<file path="config.mk">
export PLATFORM = sky130hd
export DESIGN_NAME = mpsc_port
export DESIGN_NICKNAME = d
export VERILOG_FILES = /design/src/core/mpsc_pkg.sv /design/src/core/mpsc_port.sv
export SDC_FILE = /design/constraint.sdc
export NUM_CORES = 1
export LEC_CHECK = 0
export BUFFER_PORTS_ARGS = -buffer_cell sky130_fd_sc_hd__buf_2
export CORE_MARGIN = 2
export CORE_UTILIZATION = 25
export DETAILED_ROUTE_END_ITERATION = 7
export HOLD_SLACK_MARGIN = 0.06
export PLACE_DENSITY_LB_ADDON = 0.25
export SYNTH_ARGS = -nofsm -noshare
export SYNTH_HDL_FRONTEND = slang
export SYNTH_SLANG_ARGS = --single-unit
</file>
<file path="constraint.sdc">
create_clock -name pclk -period 5.02 [get_ports pclk]
set_input_delay 0.502 -clock pclk [delete_from_list [all_inputs] [get_ports pclk]]
set_output_delay 0.502 -clock pclk [all_outputs]
set_load 0.05 [all_outputs]
</file>
<file path="src/core/mpsc_pkg.sv">
package mpsc_pkg;
   localparam logic [7:0] MPSC_OFS_DATA = 8'h00;
   localparam logic [7:0] MPSC_OFS_STATUS = 8'h01;
   localparam logic [7:0] MPSC_OFS_CONTROL = 8'h02;
   localparam logic [7:0] MPSC_ADDR_DATA = 8'h00;
   localparam logic [7:0] MPSC_ADDR_STATUS = 8'h04;
   localparam logic [7:0] MPSC_ADDR_CONTROL = 8'h08;
   localparam logic [7:0] MPSC_CTL_RESET = 8'h09;
   localparam logic [7:0] MPSC_CTL_WMASK = 8'hDF;
   localparam int MPSC_ST_RX_EMPTY = 7;
   localparam int MPSC_ST_TX_FULL = 6;
   localparam int MPSC_ST_RX_FULL = 5;
   localparam int MPSC_ST_MODE = 4;
   localparam int MPSC_ST_OVERRUN = 3;
   localparam int MPSC_ST_TX_NEMPTY = 2;
   localparam int MPSC_CT_LOOP = 7;
   localparam int MPSC_CT_THRU = 6;
   localparam int MPSC_CT_PT_TX = 4;
   localparam int MPSC_CT_RX_IE = 3;
   localparam int MPSC_CT_MASK = 2;
   localparam int MPSC_CT_TX_IE = 1;
   localparam int MPSC_CT_PT_FIFO = 0;
   localparam logic [7:0] MPSC_CMD_UART = 8'h3F;
   localparam logic [7:0] MPSC_CMD_RESET = 8'hFF;
   localparam logic [7:0] MPSC_ACK = 8'hFE;
   localparam int MPSC_FIFO_DEPTH = 16;
   localparam int MPSC_RX_THRESH = 8;
   localparam int MPSC_TX_REFILL = 3;
   localparam int MPSC_CLK_HZ = 20000000;
   localparam int MPSC_BAUD = 31250;
   localparam int MPSC_BIT_CYC = MPSC_CLK_HZ / MPSC_BAUD;
   localparam int MPSC_TIMEOUT_US = 1280;
   localparam int MPSC_TIMEOUT_CYC = (MPSC_CLK_HZ / 1000000) * MPSC_TIMEOUT_US;
endpackage

</file>
<file path="src/core/mpsc_port.sv">
// Overview of operation
// - Status bit 7 is 1 when receive store is empty; resets 1.
// - Status bit 6 is 1 when transmit store cannot take a byte.
// - Status bit 5 shows receive FIFO full, zero when FIFOs disabled.
// - Status bit 4 shows mode: 1 UART, 0 passthrough (reset).
// - Status bit 3 sets when a byte arrives while receive is full.
// - Reading status clears the overrun flag.
// - Status bit 2 shows transmit FIFO not empty, zero when disabled.
// - Write to 01h is a command; read of 01h returns status.
// - Control bit 7 loops transmit signal into receive path.
// - Control bit 6 drives serial output from serial input unless bit 2 is set.
// - Without thru or mask, serial output carries own transmit engine.
// - Passthrough transmit only when control bit 4 set; resets 0.
// - Control bit 3 gates receive-ready interrupt; resets 1.
// - Control bit 2 holds serial output high; resets 0.
// - Control bit 1 gates transmit-empty interrupt; resets 0.
// - Control bit 0 enables receive FIFO in passthrough; resets 1.
// - UART mode ignores the passthrough FIFO enable bit.
// - UART receive interrupt while eight or more bytes are unread.
// - Receive interrupt after 1.28 ms idle with fewer than eight.
// - UART transmit interrupt when empty, drops at three bytes.
module mpsc_port
   import mpsc_pkg::*;
#(
   parameter int DEPTH = MPSC_FIFO_DEPTH,
   parameter int BIT_CYC = MPSC_BIT_CYC,
   parameter int TIMEOUT_CYC = MPSC_TIMEOUT_CYC
)
(
   input wire logic pclk,
   input wire logic presetn,
   input wire logic clk_en,
   input wire logic psel,
   input wire logic penable,
   input wire logic pwrite,
   input wire logic [7:0] paddr,
   input wire logic [31:0] pwdata,
   output logic [31:0] prdata,
   output logic pready,
   output logic pslverr,
   input wire logic serial_in_pin,
   output logic serial_out_pin,
   output logic irq
);
   import mpsc_pkg::*;

   localparam int AW = $clog2(DEPTH);
   localparam int CW = AW + 1;
   localparam logic [CW-1:0] FULL_LVL = CW'(DEPTH);
   localparam logic [CW-1:0] RX_TH = CW'(MPSC_RX_THRESH);
   localparam logic [CW-1:0] TX_RF = CW'(MPSC_TX_REFILL);
   localparam logic [15:0] BIT_C = 16'(BIT_CYC - 1);
   localparam logic [15:0] HALF_C = 16'(BIT_CYC / 2);

   typedef enum logic [1:0] {SER_IDLE = 2'b00, SER_START = 2'b01,
      SER_DATA = 2'b11, SER_STOP = 2'b10} mpsc_ser_t;

   // Register state
   logic [7:0] ctl_q;
   logic uart_q;
   logic ovr_q;
   logic [31:0] prdata_q;
   logic pready_q;
   logic pslverr_q;
   logic out_q;
   logic irq_q;
   logic [7:0] rx_mem_q [DEPTH];
   logic [7:0] tx_mem_q [DEPTH];
   logic [AW-1:0] rx_rd_q, rx_wr_q, tx_rd_q, tx_wr_q;
   logic [CW-1:0] rx_cnt_q, tx_cnt_q;
   logic [1:0] rx_sync_q;
   logic [31:0] tmo_q;
   logic tmo_hit_q;
   logic tx_irq_q;

   // Transmit and receive engines
   mpsc_ser_t tx_st_q, rx_st_q;
   logic [15:0] tx_div_q, rx_div_q;
   logic [2:0] tx_bit_q, rx_bit_q;
   logic [7:0] tx_sh_q, rx_sh_q;
   logic tx_line_q;

   // APB decode
   wire acc = psel && penable && !pready_q;
   wire hit_data = paddr == MPSC_ADDR_DATA;
   wire hit_stat = paddr == MPSC_ADDR_STATUS;
   wire hit_ctl = paddr == MPSC_ADDR_CONTROL;
   wire mapped = hit_data || hit_stat || hit_ctl;
   wire wr_data = acc && pwrite && hit_data;
   wire wr_cmd = acc && pwrite && hit_stat;
   wire wr_ctl = acc && pwrite && hit_ctl;
   wire rd_data = acc && !pwrite && hit_data;
   wire rd_stat = acc && !pwrite && hit_stat;

   // Mode and FIFO enables; UART ignores control bit 0
   wire fifo_en = uart_q || ctl_q[MPSC_CT_PT_FIFO];
   wire [CW-1:0] rx_cap = fifo_en ? FULL_LVL : CW'(1);
   wire [CW-1:0] tx_cap = uart_q ? FULL_LVL : CW'(1);
   wire rx_empty = rx_cnt_q == '0;
   wire rx_full = rx_cnt_q >= rx_cap;
   wire tx_full = tx_cnt_q >= tx_cap;
   wire tx_empty = tx_cnt_q == '0;

   wire [7:0] status = {rx_empty,
      tx_full,
      fifo_en && rx_full,
      uart_q,
      ovr_q,
      uart_q && !tx_empty,
      2'b00};

   // Commands: enter UART mode with ack byte unless receive store is full, reset to passthrough; reset acks only when already in passthrough
   wire cmd_uart = wr_cmd && pwdata[7:0] == MPSC_CMD_UART && !uart_q;
   wire cmd_rst = wr_cmd && pwdata[7:0] == MPSC_CMD_RESET;
   wire ack_push = (cmd_uart || (cmd_rst && !uart_q)) && !rx_full;

   // Serial routing
   wire rx_pin = rx_sync_q[1];
   wire rx_line = ctl_q[MPSC_CT_LOOP] ? tx_line_q : rx_pin;
   wire out_d = ctl_q[MPSC_CT_MASK] ? 1'b1 :
      ctl_q[MPSC_CT_THRU] ? rx_pin :
      tx_line_q;

   // Transmit is allowed in UART mode or with passthrough transmit enabled
   wire tx_go = uart_q || ctl_q[MPSC_CT_PT_TX];
   wire tx_pop = tx_st_q == SER_IDLE && !tx_empty && tx_go;
   wire tx_push = wr_data && !tx_full;
   wire rx_tick = rx_div_q == '0;
   wire rx_done = rx_st_q == SER_STOP && rx_tick;
   wire rx_byte = rx_done && rx_line;
   wire rx_push = (rx_byte && !rx_full) || ack_push;
   wire rx_ovr = rx_byte && rx_full;
   wire rx_pop = rd_data && !rx_empty;
   wire [7:0] rx_in = ack_push ? MPSC_ACK : rx_sh_q;

   // Interrupt sources
   wire rx_ready = uart_q ? (rx_cnt_q >= RX_TH) :
      (fifo_en ? rx_cnt_q >= RX_TH : !rx_empty);
   wire rx_irq = ctl_q[MPSC_CT_RX_IE] && (rx_ready || tmo_hit_q);
   wire tx_irq = ctl_q[MPSC_CT_TX_IE] &&
      (uart_q ? tx_irq_q : tx_empty);
   wire rx_act = rx_byte || rx_pop;

   assign prdata = prdata_q;
   assign pready = pready_q;
   assign pslverr = pslverr_q;
   assign serial_out_pin = out_q;
   assign irq = irq_q;

   always_ff @(posedge pclk or negedge presetn)
   begin
      if (!presetn)
      begin
         ctl_q <= MPSC_CTL_RESET;
         uart_q <= 1'b0;
         pready_q <= 1'b0;
         pslverr_q <= 1'b0;
         prdata_q <= '0;
      end
      else if (clk_en)
      begin
         pready_q <= psel && penable && !pready_q;
         pslverr_q <= acc && !mapped;
         if (wr_ctl)
            ctl_q <= pwdata[7:0] & MPSC_CTL_WMASK;
         if (cmd_uart)
            uart_q <= 1'b1;
         else if (cmd_rst)
            uart_q <= 1'b0;
         if (acc && !pwrite)
            prdata_q <= hit_stat ? {24'h0, status} :
               hit_ctl ? {24'h0, ctl_q} :
               hit_data ? {24'h0, rx_mem_q[rx_rd_q]} : '0;
      end
   end

   // Overrun: a new overrun in the read cycle wins over the clear
   always_ff @(posedge pclk or negedge presetn)
   begin
      if (!presetn)
         ovr_q <= 1'b0;
      else if (clk_en)
      begin
         if (rx_ovr)
            ovr_q <= 1'b1;
         else if (rd_stat)
            ovr_q <= 1'b0;
      end
   end

   // Receive store
   always_ff @(posedge pclk or negedge presetn)
   begin
      if (!presetn)
      begin
         rx_rd_q <= '0;
         rx_wr_q <= '0;
         rx_cnt_q <= '0;
      end
      else if (clk_en)
      begin
         if (cmd_rst || cmd_uart)
         begin
            rx_rd_q <= '0;
            rx_wr_q <= AW'(ack_push);
            rx_cnt_q <= CW'(ack_push);
         end
         else
         begin
            if (rx_push)
               rx_wr_q <= rx_wr_q + 1'b1;
            if (rx_pop)
               rx_rd_q <= rx_rd_q + 1'b1;
            rx_cnt_q <= rx_cnt_q + CW'(rx_push) - CW'(rx_pop);
         end
      end
   end

   always_ff @(posedge pclk)
   begin
      if (clk_en && rx_push)
         rx_mem_q[(cmd_rst || cmd_uart) ? '0 : rx_wr_q] <= rx_in;
   end

   // Transmit store
   always_ff @(posedge pclk or negedge presetn)
   begin
      if (!presetn)
      begin
         tx_rd_q <= '0;
         tx_wr_q <= '0;
         tx_cnt_q <= '0;
      end
      else if (clk_en)
      begin
         if (cmd_rst || cmd_uart)
         begin
            tx_rd_q <= '0;
            tx_wr_q <= '0;
            tx_cnt_q <= '0;
         end
         else
         begin
            if (tx_push)
               tx_wr_q <= tx_wr_q + 1'b1;
            if (tx_pop)
               tx_rd_q <= tx_rd_q + 1'b1;
            tx_cnt_q <= tx_cnt_q + CW'(tx_push) - CW'(tx_pop);
         end
      end
   end

   always_ff @(posedge pclk)
   begin
      if (clk_en && tx_push)
         tx_mem_q[tx_wr_q] <= pwdata[7:0];
   end

   // Transmit engine: start bit, eight data bits LSB first, stop bit
   always_ff @(posedge pclk or negedge presetn)
   begin
      if (!presetn)
      begin
         tx_st_q <= SER_IDLE;
         tx_div_q <= '0;
         tx_bit_q <= '0;
         tx_sh_q <= '0;
         tx_line_q <= 1'b1;
      end
      else if (clk_en)
      begin
         if (tx_st_q != SER_IDLE)
            tx_div_q <= (tx_div_q == '0) ? BIT_C : tx_div_q - 1'b1;
         unique case (tx_st_q)
            SER_IDLE:
               if (tx_pop)
               begin
                  tx_sh_q <= tx_mem_q[tx_rd_q];
                  tx_line_q <= 1'b0;
                  tx_div_q <= BIT_C;
                  tx_st_q <= SER_START;
               end
            SER_START:
               if (tx_div_q == '0)
               begin
                  tx_line_q <= tx_sh_q[0];
                  tx_bit_q <= '0;
                  tx_st_q <= SER_DATA;
               end
            SER_DATA:
               if (tx_div_q == '0)
               begin
                  if (tx_bit_q == 3'd7)
                  begin
                     tx_line_q <= 1'b1;
                     tx_st_q <= SER_STOP;
                  end
                  else
                  begin
                     tx_line_q <= tx_sh_q[tx_bit_q + 3'd1];
                     tx_bit_q <= tx_bit_q + 3'd1;
                  end
               end
            SER_STOP:
               if (tx_div_q == '0)
                  tx_st_q <= SER_IDLE;
         endcase
      end
   end

   // Receive engine samples mid-bit
   always_ff @(posedge pclk or negedge presetn)
   begin
      if (!presetn)
      begin
         rx_sync_q <= 2'b11;
         rx_st_q <= SER_IDLE;
         rx_div_q <= '0;
         rx_bit_q <= '0;
         rx_sh_q <= '0;
      end
      else if (clk_en)
      begin
         rx_sync_q <= {rx_sync_q[0], serial_in_pin};
         if (rx_st_q != SER_IDLE)
            rx_div_q <= rx_tick ? BIT_C : rx_div_q - 1'b1;
         unique case (rx_st_q)
            SER_IDLE:
               if (!rx_line)
               begin
                  rx_div_q <= HALF_C;
                  rx_st_q <= SER_START;
               end
            SER_START:
               if (rx_tick)
               begin
                  rx_bit_q <= '0;
                  rx_st_q <= rx_line ? SER_IDLE : SER_DATA;
               end
            SER_DATA:
               if (rx_tick)
               begin
                  rx_sh_q <= {rx_line, rx_sh_q[7:1]};
                  rx_bit_q <= rx_bit_q + 3'd1;
                  if (rx_bit_q == 3'd7)
                     rx_st_q <= SER_STOP;
               end
            SER_STOP:
               if (rx_tick)
                  rx_st_q <= SER_IDLE;
         endcase
      end
   end

   // Idle timeout, transmit refill hysteresis and interrupt output
   always_ff @(posedge pclk or negedge presetn)
   begin
      if (!presetn)
      begin
         tmo_q <= '0;
         tmo_hit_q <= 1'b0;
         tx_irq_q <= 1'b1;
         irq_q <= 1'b0;
         out_q <= 1'b1;
      end
      else if (clk_en)
      begin
         out_q <= out_d;
         if (rx_act || rx_empty || !fifo_en || rx_cnt_q >= RX_TH)
         begin
            tmo_q <= '0;
            tmo_hit_q <= 1'b0;
         end
         else if (tmo_q == 32'(TIMEOUT_CYC - 1))
            tmo_hit_q <= 1'b1;
         else
            tmo_q <= tmo_q + 32'd1;
         if (tx_empty)
            tx_irq_q <= 1'b1;
         else if (tx_cnt_q >= TX_RF)
            tx_irq_q <= 1'b0;
         irq_q <= rx_irq || tx_irq;
      end
   end
endmodule

</file>
**After elaboration in Yosys (flattened, before gate mapping)**

Memories as Yosys holds them, arrays and structs flattened. A register that Yosys moved wholly into a read port is not among the register bits.
Index checks and enable logic that the tools add are counted.

- Flip-flop bits (word level): 158
- Latch bits: 0
- Bits in writable memories: 256
- Memory bits (read-only): 0
- Input port bits: 47
- Output and inout bits: 36
- Logic and storage cells: 233
- Memories kept: 2

Memory list:

| memory | words | width | read ports | clocked after memory_dff | write ports | RTL line | text |
|---|---|---|---|---|---|---|---|
| rx_mem_q | 16 | 8 | 1 | 0 | 1 | mpsc_port.sv:67 | `logic [7:0] rx_mem_q [DEPTH];` |
| tx_mem_q | 16 | 8 | 1 | 1 | 1 | mpsc_port.sv:68 | `logic [7:0] tx_mem_q [DEPTH];` |

- Add/subtract/negate cells: 13
- Multiply operators: 0
- Divide/modulo/power cells: 0
- Magnitude comparators: 5
- Eq/ne operators: 25
- Shift-type cells: 0
- Multiplexer cells: 72
- Bitwise logic cells: 0
- Reductions and logical operators: 90

Operators with widths:

| kind | count |
|---|---|
| two-way mux 16 bit | 8 |
| two-way mux 32 bit | 2 |
| two-way mux 4 bit | 9 |
| adder 32 x 1 -> 32 bit, second input constant | 1 |
| == test 32 x 15 -> 1 bit, second input constant | 1 |
| logical NOT 16 bit | 2 |
| two-way mux 8 bit | 4 |
| subtractor 16 x 1 -> 16 bit, second input constant | 2 |
| logical AND 1 bit | 29 |
| != test 2 bit, second input constant | 12 |
| nonzero test 2 bit | 12 |
| two-way mux 1 bit | 23 |
| two-way mux 2 bit | 11 |
| AND reduction 2 bit | 11 |
| two-way mux 5 bit | 4 |
| adder 4 x 1 -> 4 bit, second input constant | 4 |
| one-hot mux 2 bit (4 select lines) | 2 |
| two-way mux 3 bit | 5 |
| logical OR 1 bit | 13 |
| one-hot mux 3 bit (2 select lines) | 2 |
| AND reduction 6 bit | 2 |
| adder 5 x 1 -> 5 bit | 2 |
| >= comparator 5 bit | 2 |
| logical NOT 1 bit | 10 |
| 21 further kinds | 32 |

**Depth between registers and ports, before layout**

- Word-level depth: 12
- Depth in mapped cells: 18
- Gate-level depth less buffers: 17

**Worst setup path before layout**

OpenSTA, ideal clock, no wires.

- Path kind: reg-to-reg
- Start point: register rx_div_q[0]
- End point: register rx_cnt_q[4]
- Setup time: 0.134 ns
- Arrival time: 3.568 ns
- Required time: 4.886 ns
- Path slack: 1.319 ns
- Stages on the path, launching flop included: 19
- Buffers on the path: 1
- Period minus slack after synthesis: 3.701 ns
- Cells stage by stage: dfrtp_1 inv_1 ha_1 or3b_4 or3_4 or4_4 a21o_1 buf_6 ha_1 inv_1 ha_1 inv_1 fa_1 nor2_1 nor2_1 nor2_1 nor2_1 xnor2_1 o22ai_1

- Word-level cells in the longest chain between the ends: 8

RTL lines:

| item | RTL line | text |
|---|---|---|
| from (decl) | mpsc_port.sv:78 | `logic [15:0] tx_div_q, rx_div_q;` |
| from (signal assigned) | mpsc_port.sv:326 | `rx_div_q <= rx_tick ? BIT_C : rx_div_q - 1'b1;` |
| logical NOT 16 bit | mpsc_port.sv:128 | `wire rx_tick = rx_div_q == '0;` |
| logical AND 1 bit | mpsc_port.sv:129 | `wire rx_done = rx_st_q == SER_STOP && rx_tick;` |
| logical AND 1 bit | mpsc_port.sv:130 | `wire rx_byte = rx_done && rx_line;` |
| logical AND 1 bit | mpsc_port.sv:131 | `wire rx_push = (rx_byte && !rx_full) \|\| ack_push;` |
| logical OR 1 bit | mpsc_port.sv:131 |  |
| adder 5 x 1 -> 5 bit | mpsc_port.sv:214 | `rx_cnt_q <= rx_cnt_q + CW'(rx_push) - CW'(rx_pop);` |
| subtractor 5 x 1 -> 5 bit | mpsc_port.sv:214 |  |
| two-way mux 5 bit | mpsc_port.sv:202 | `if (cmd_rst \|\| cmd_uart)` |
| to (signal assigned) | mpsc_port.sv:206 | `rx_cnt_q <= CW'(ack_push);` |
| to (signal assigned) | mpsc_port.sv:214 |  |
| to (decl) | mpsc_port.sv:70 | `logic [CW-1:0] rx_cnt_q, tx_cnt_q;` |

No other way between the ends.
A chain may end at the register's enable or synchronous reset.

**Worst setup path after layout**

- Start point: register rx_div_q[0]
- End point: memory rx_mem_q[8][6], enable pin

- Word-level cells in the longest chain between the ends: 8

RTL lines:

| item | RTL line | text |
|---|---|---|
| logical NOT 16 bit | mpsc_port.sv:128 |  |
| logical AND 1 bit | mpsc_port.sv:129 |  |
| logical AND 1 bit | mpsc_port.sv:130 |  |
| logical AND 1 bit | mpsc_port.sv:131 |  |
| logical OR 1 bit | mpsc_port.sv:131 |  |
| logical AND 1 bit | mpsc_port.sv:221 | `if (clk_en && rx_push)` |
| two-way mux 1 bit | mpsc_port.sv:221 |  |
| two-way mux 1 bit | mpsc_port.sv:222 | `rx_mem_q[(cmd_rst \|\| cmd_uart) ? '0 : rx_wr_q] <= rx_in;` |
| to (decl) | mpsc_port.sv:67 |  |

No other way between the ends.

==> metrics.md <==
| Metric | Value |
|---|---|
| Result of the run | `complete, no violations` |
| Clock insertion delay at the later pin of the skew report | `~600 ps` |
| Post-cts resize count | `0` |
| Critical Path Slowest Stage Cell | `sky130_fd_sc_hd__nor2_1` |
| Buffer type at the clock tree root | `sky130_fd_sc_hd__clkbuf_16` |
| GPL Wtd Cong | `a little under 0.8` |
| Starting Density | `25.2%` |
| Die footprint | `0.0741 sq mm` |
| Global-route wire length before repair | `67300 um` |
| Number of nets in the finished design | `1428` |
| Unrepaired setup endpoints after global routing | `no` |
| Worst endpoint data arrival time | `4320 ps` |
| Final total power | `8.35 mW` |
| Average wire per cell in the routed design | `around 19 um` |
| #FFs+latches synth | `a little under 400` |
| CTS H-tree lvls | `2` |
| Leakage power figure | `7.53 nW` |
| Peak supply drop | `~400 uV` |
| Hold-fix buffer count after cts | `1` |
| Number of buffers inserted during clock tree synthesis | `46` |
| Worst r2r dst | `rx_mem_q[8][6]` |
| Maximum single-stage delay on the critical path | `just under 700 ps` |
| Post-Route Skew | `36.2 ps` |
| Grt ovf | `0` |
| Port Buf Inserts | `34` |
| Count of flip-flops with a built-in enable after synthesis | `256` |
| Post-Route WL | `roughly 44000 um` |
| Worst setup path end | `rx_mem_q[8][6]` |
| Post-DP Area | `0.0192 sq mm` |
| Most repeated cell in the gate-level netlist after synthesis | `sky130_fd_sc_hd__edfxtp_1` |
| # IOs | `a little over 80` |
| Core Util, Final | `29.2%` |
| Required time at the endpoint of the critical path | `5220 ps` |
| Library cell occupying the most area in the post-synthesis netlist | `sky130_fd_sc_hd__edfxtp_1` |
| Area Overhead vs Synth | `15.9%` |
| Final HPWL DP | `28900 um` |
| Power density cells | `401 mW/mm^2` |
| Share of synthesized flip-flops with an asynchronous set or reset | `35.7%` |
| Clock transition at the registers of the reported paths | `approximately 60 ps` |
| Synthesized area divided by synthesized cell count | `14.0 sq um` |
| Final Hold Slack | `around 170 ps` |
| Remaining routing DRC violations | `0` |
| DR vias/cell | `4.61` |
| Final-layout setup total negative slack | `0 ps` |
| First element of the critical path | `rx_div_q[0]` |
| Top cells by area, synth | `sky130_fd_sc_hd__edfxtp_1 (43%), sky130_fd_sc_hd__dfrtp_1 (19%), sky130_fd_sc_hd__mux4_2 (10%), sky130_fd_sc_hd__ha_1 (2.5%), sky130_fd_sc_hd__nor2_1 (2.1%)` |
| Pin count of the biggest net entering global routing | `57` |
| Most instantiated flip-flop cell in the synthesis netlist | `sky130_fd_sc_hd__edfxtp_1` |
| Fill count | `just over 7000` |
| Most common library cells after synthesis | `sky130_fd_sc_hd__edfxtp_1 (256), sky130_fd_sc_hd__dfrtp_1 (135), sky130_fd_sc_hd__nor2_1 (103), sky130_fd_sc_hd__mux4_2 (80), sky130_fd_sc_hd__nand2_1 (71)` |
| Worst R2R Start | `rx_div_q[0]` |
| Post-synthesis instance area | `0.0180 sq mm` |
| FF-to-FF path depth | `8` |
| Kind of critical path | `reg2reg` |
| Overall via count from detail_route | `10800` |
| CP Max Fanout | `13` |
| Setup violations, final | `0` |
| Site row count | `just under 100` |
| Post-Synthesis Cells | `1288` |
| Final Cell Area | `0.0208 sq mm` |
| Period utilisation layout | `82.1%` |
| Sequential fraction of the synthesis area | `62.6%` |
| Antenna viol nets, final | `0` |
| Transition time of the tightest slew-check pin | `1270 ps` |
| Number of max-cap violations | `0` |
| TritonCTS clock tree | `yes` |
| Hold Fails Final Rpt | `0` |
| Setup slack, reg-to-reg | `900 ps` |
| Worst-case headroom to the max-slew limit | `14.4%` |
| CTS max path bufs | `3` |
| Postcts setup bufs | `0` |
| CTS sink count | `398` |
| Antenna violations before repair | `4` |
| Die Width | `272 um` |
| Area of the placeable core | `approximately 0.07 sq mm` |
| Kind of launch point of the worst setup path | `register` |
| Synth warnings | `0` |
| Number of distinct standard cells referenced by the synthesized netlist | `71` |
| Kind of end point of the critical path | `register` |
| Number of detailed-route iterations in the first pass | `5` |
| Vert. Die Dim | `272 um` |
| Final number of max-transition violations | `0` |
| Fraction of final layout cells sized beyond drive strength 1 | `19.7%` |
| All-layer global routing usage | `between 10% and 20%` |
| Cell-by-cell trace of the critical path | `inv_1 > ha_1 > or3b_4 > or3_4 > or4_4 > a21o_1 > or4_1 > nor2_1` |
| Fraction of post-synthesis cell area in the top cell type by area | `42.7%` |
| Peak clock frequency supported by timing | `243 MHz` |
| Number of design-rule violations left by the first detailed-router iteration | `599` |
| Class of the tightest hold or removal check | `in2reg` |
| Crit path time final | `4120 ps` |
| Via count of the first global-routing pass | `10900` |
final cells by class:
| class | count | area [sq um] | area share, % |
|---|---|---|---|
| antenna | 4 | 10.0 | 0.0480 |
| sequential | 398 | 11300 | 54.0 |
| timing repair buffer | 58 | 359 | 1.72 |
| tap | 950 | 1190 | 5.71 |
| clock buffer | 56 | 1220 | 5.85 |
| inverter | 43 | 161 | 0.775 |
| multi-input combinational | 796 | 6290 | 30.2 |
| clock inverter | 30 | 359 | 1.72 |
through the flow:
step	std cells	setup WS, ps
global route	2331	656
finish	2335	898
global placement	2244	902
floorplan	1311	1320
CTS	2331	765
detailed placement	2244	799
critical path: cells and delay by family, from the launching register on:
family	cells	cell delay, ps
simple gates	5	2680
compound gates	1	340
flops	1	390
buf+inv	1	110
fa+ha+maj	1	190
how the worst min path moves through the flow:
stage                              from  cells after the start           end  slack [ps]
after CTS                 serial_in_pin                      2  rx_sync_q[0]         140
after global placement      rx_bit_q[0]                      1   rx_bit_q[0]         470
after global routing      serial_in_pin                      2  rx_sync_q[0]         150
after floorplan                 presetn                      0      ctl_q[1]         210
final                     serial_in_pin                      2  rx_sync_q[0]         170
after detailed placement        pslverr                      1       pslverr         470
power by group:
part           switching [mW]  internal [mW]  total (mW)
registers               0.190           3.63        3.82
clock network            1.41           2.06        3.47
logic                   0.626          0.432        1.06
metal layers:
metal / track usage, % / vias up / wire, um
met3: 1.88 / 58 / 2040
met2: 18.7 / 203 / 20100
met4: 3.54 / 0 / 1000
met1: 16.7 / 5498 / 20300
li1: - / 5006 / -
met5: 0 / - / 0
flip-flops by register name, summed over array words and instances, names as in the netlist, 2 cells and up:
| name | cells |
|---|---|
| rx_wr_q | 4 |
| rx_mem_q | 128 |
| tmo_q | 32 |
| rx_bit_q | 3 |
| rx_st_q | 2 |
| tx_mem_q | 128 |
| rx_div_q | 16 |
| tx_sh_q | 8 |
| tx_rd_q | 4 |
| prdata | 8 |
| rx_cnt_q | 5 |
| tx_cnt_q | 5 |
| tx_st_q | 2 |
| ctl_q | 7 |
| tx_div_q | 16 |
| rx_sh_q | 8 |
| rx_rd_q | 4 |
| rx_sync_q | 2 |
| tx_wr_q | 4 |
| tx_bit_q | 3 |
logic make-up after synthesis:
kind of cell,Yosys count,share of synthesized area (%)
muxes,115,12.2
and+or+nand+nor,393,11.3
DFF,398,62.6
xor gates and xnor gates,29,1.41
other,1,0.0209
AOI/OAI and AO/OA,197,6.79
adders and majority gates,38,2.73
buffers and inverters,117,2.99
layout by cell type (no fill, tap or decap), types with 36 or more instances in the layout:
master and instances:
sky130_fd_sc_hd__edfxtp_1 256, sky130_fd_sc_hd__dfrtp_1 133, sky130_fd_sc_hd__nor2_1 103, sky130_fd_sc_hd__mux4_2 80, sky130_fd_sc_hd__nand2_1 71, sky130_fd_sc_hd__o21ai_0 68
sky130_fd_sc_hd__clkbuf_16 46, sky130_fd_sc_hd__a21oi_1 44, sky130_fd_sc_hd__inv_1 43, sky130_fd_sc_hd__nand3_1 39, sky130_fd_sc_hd__nor3_1 38, sky130_fd_sc_hd__ha_1 36
(Power assumes the default switching activity.)
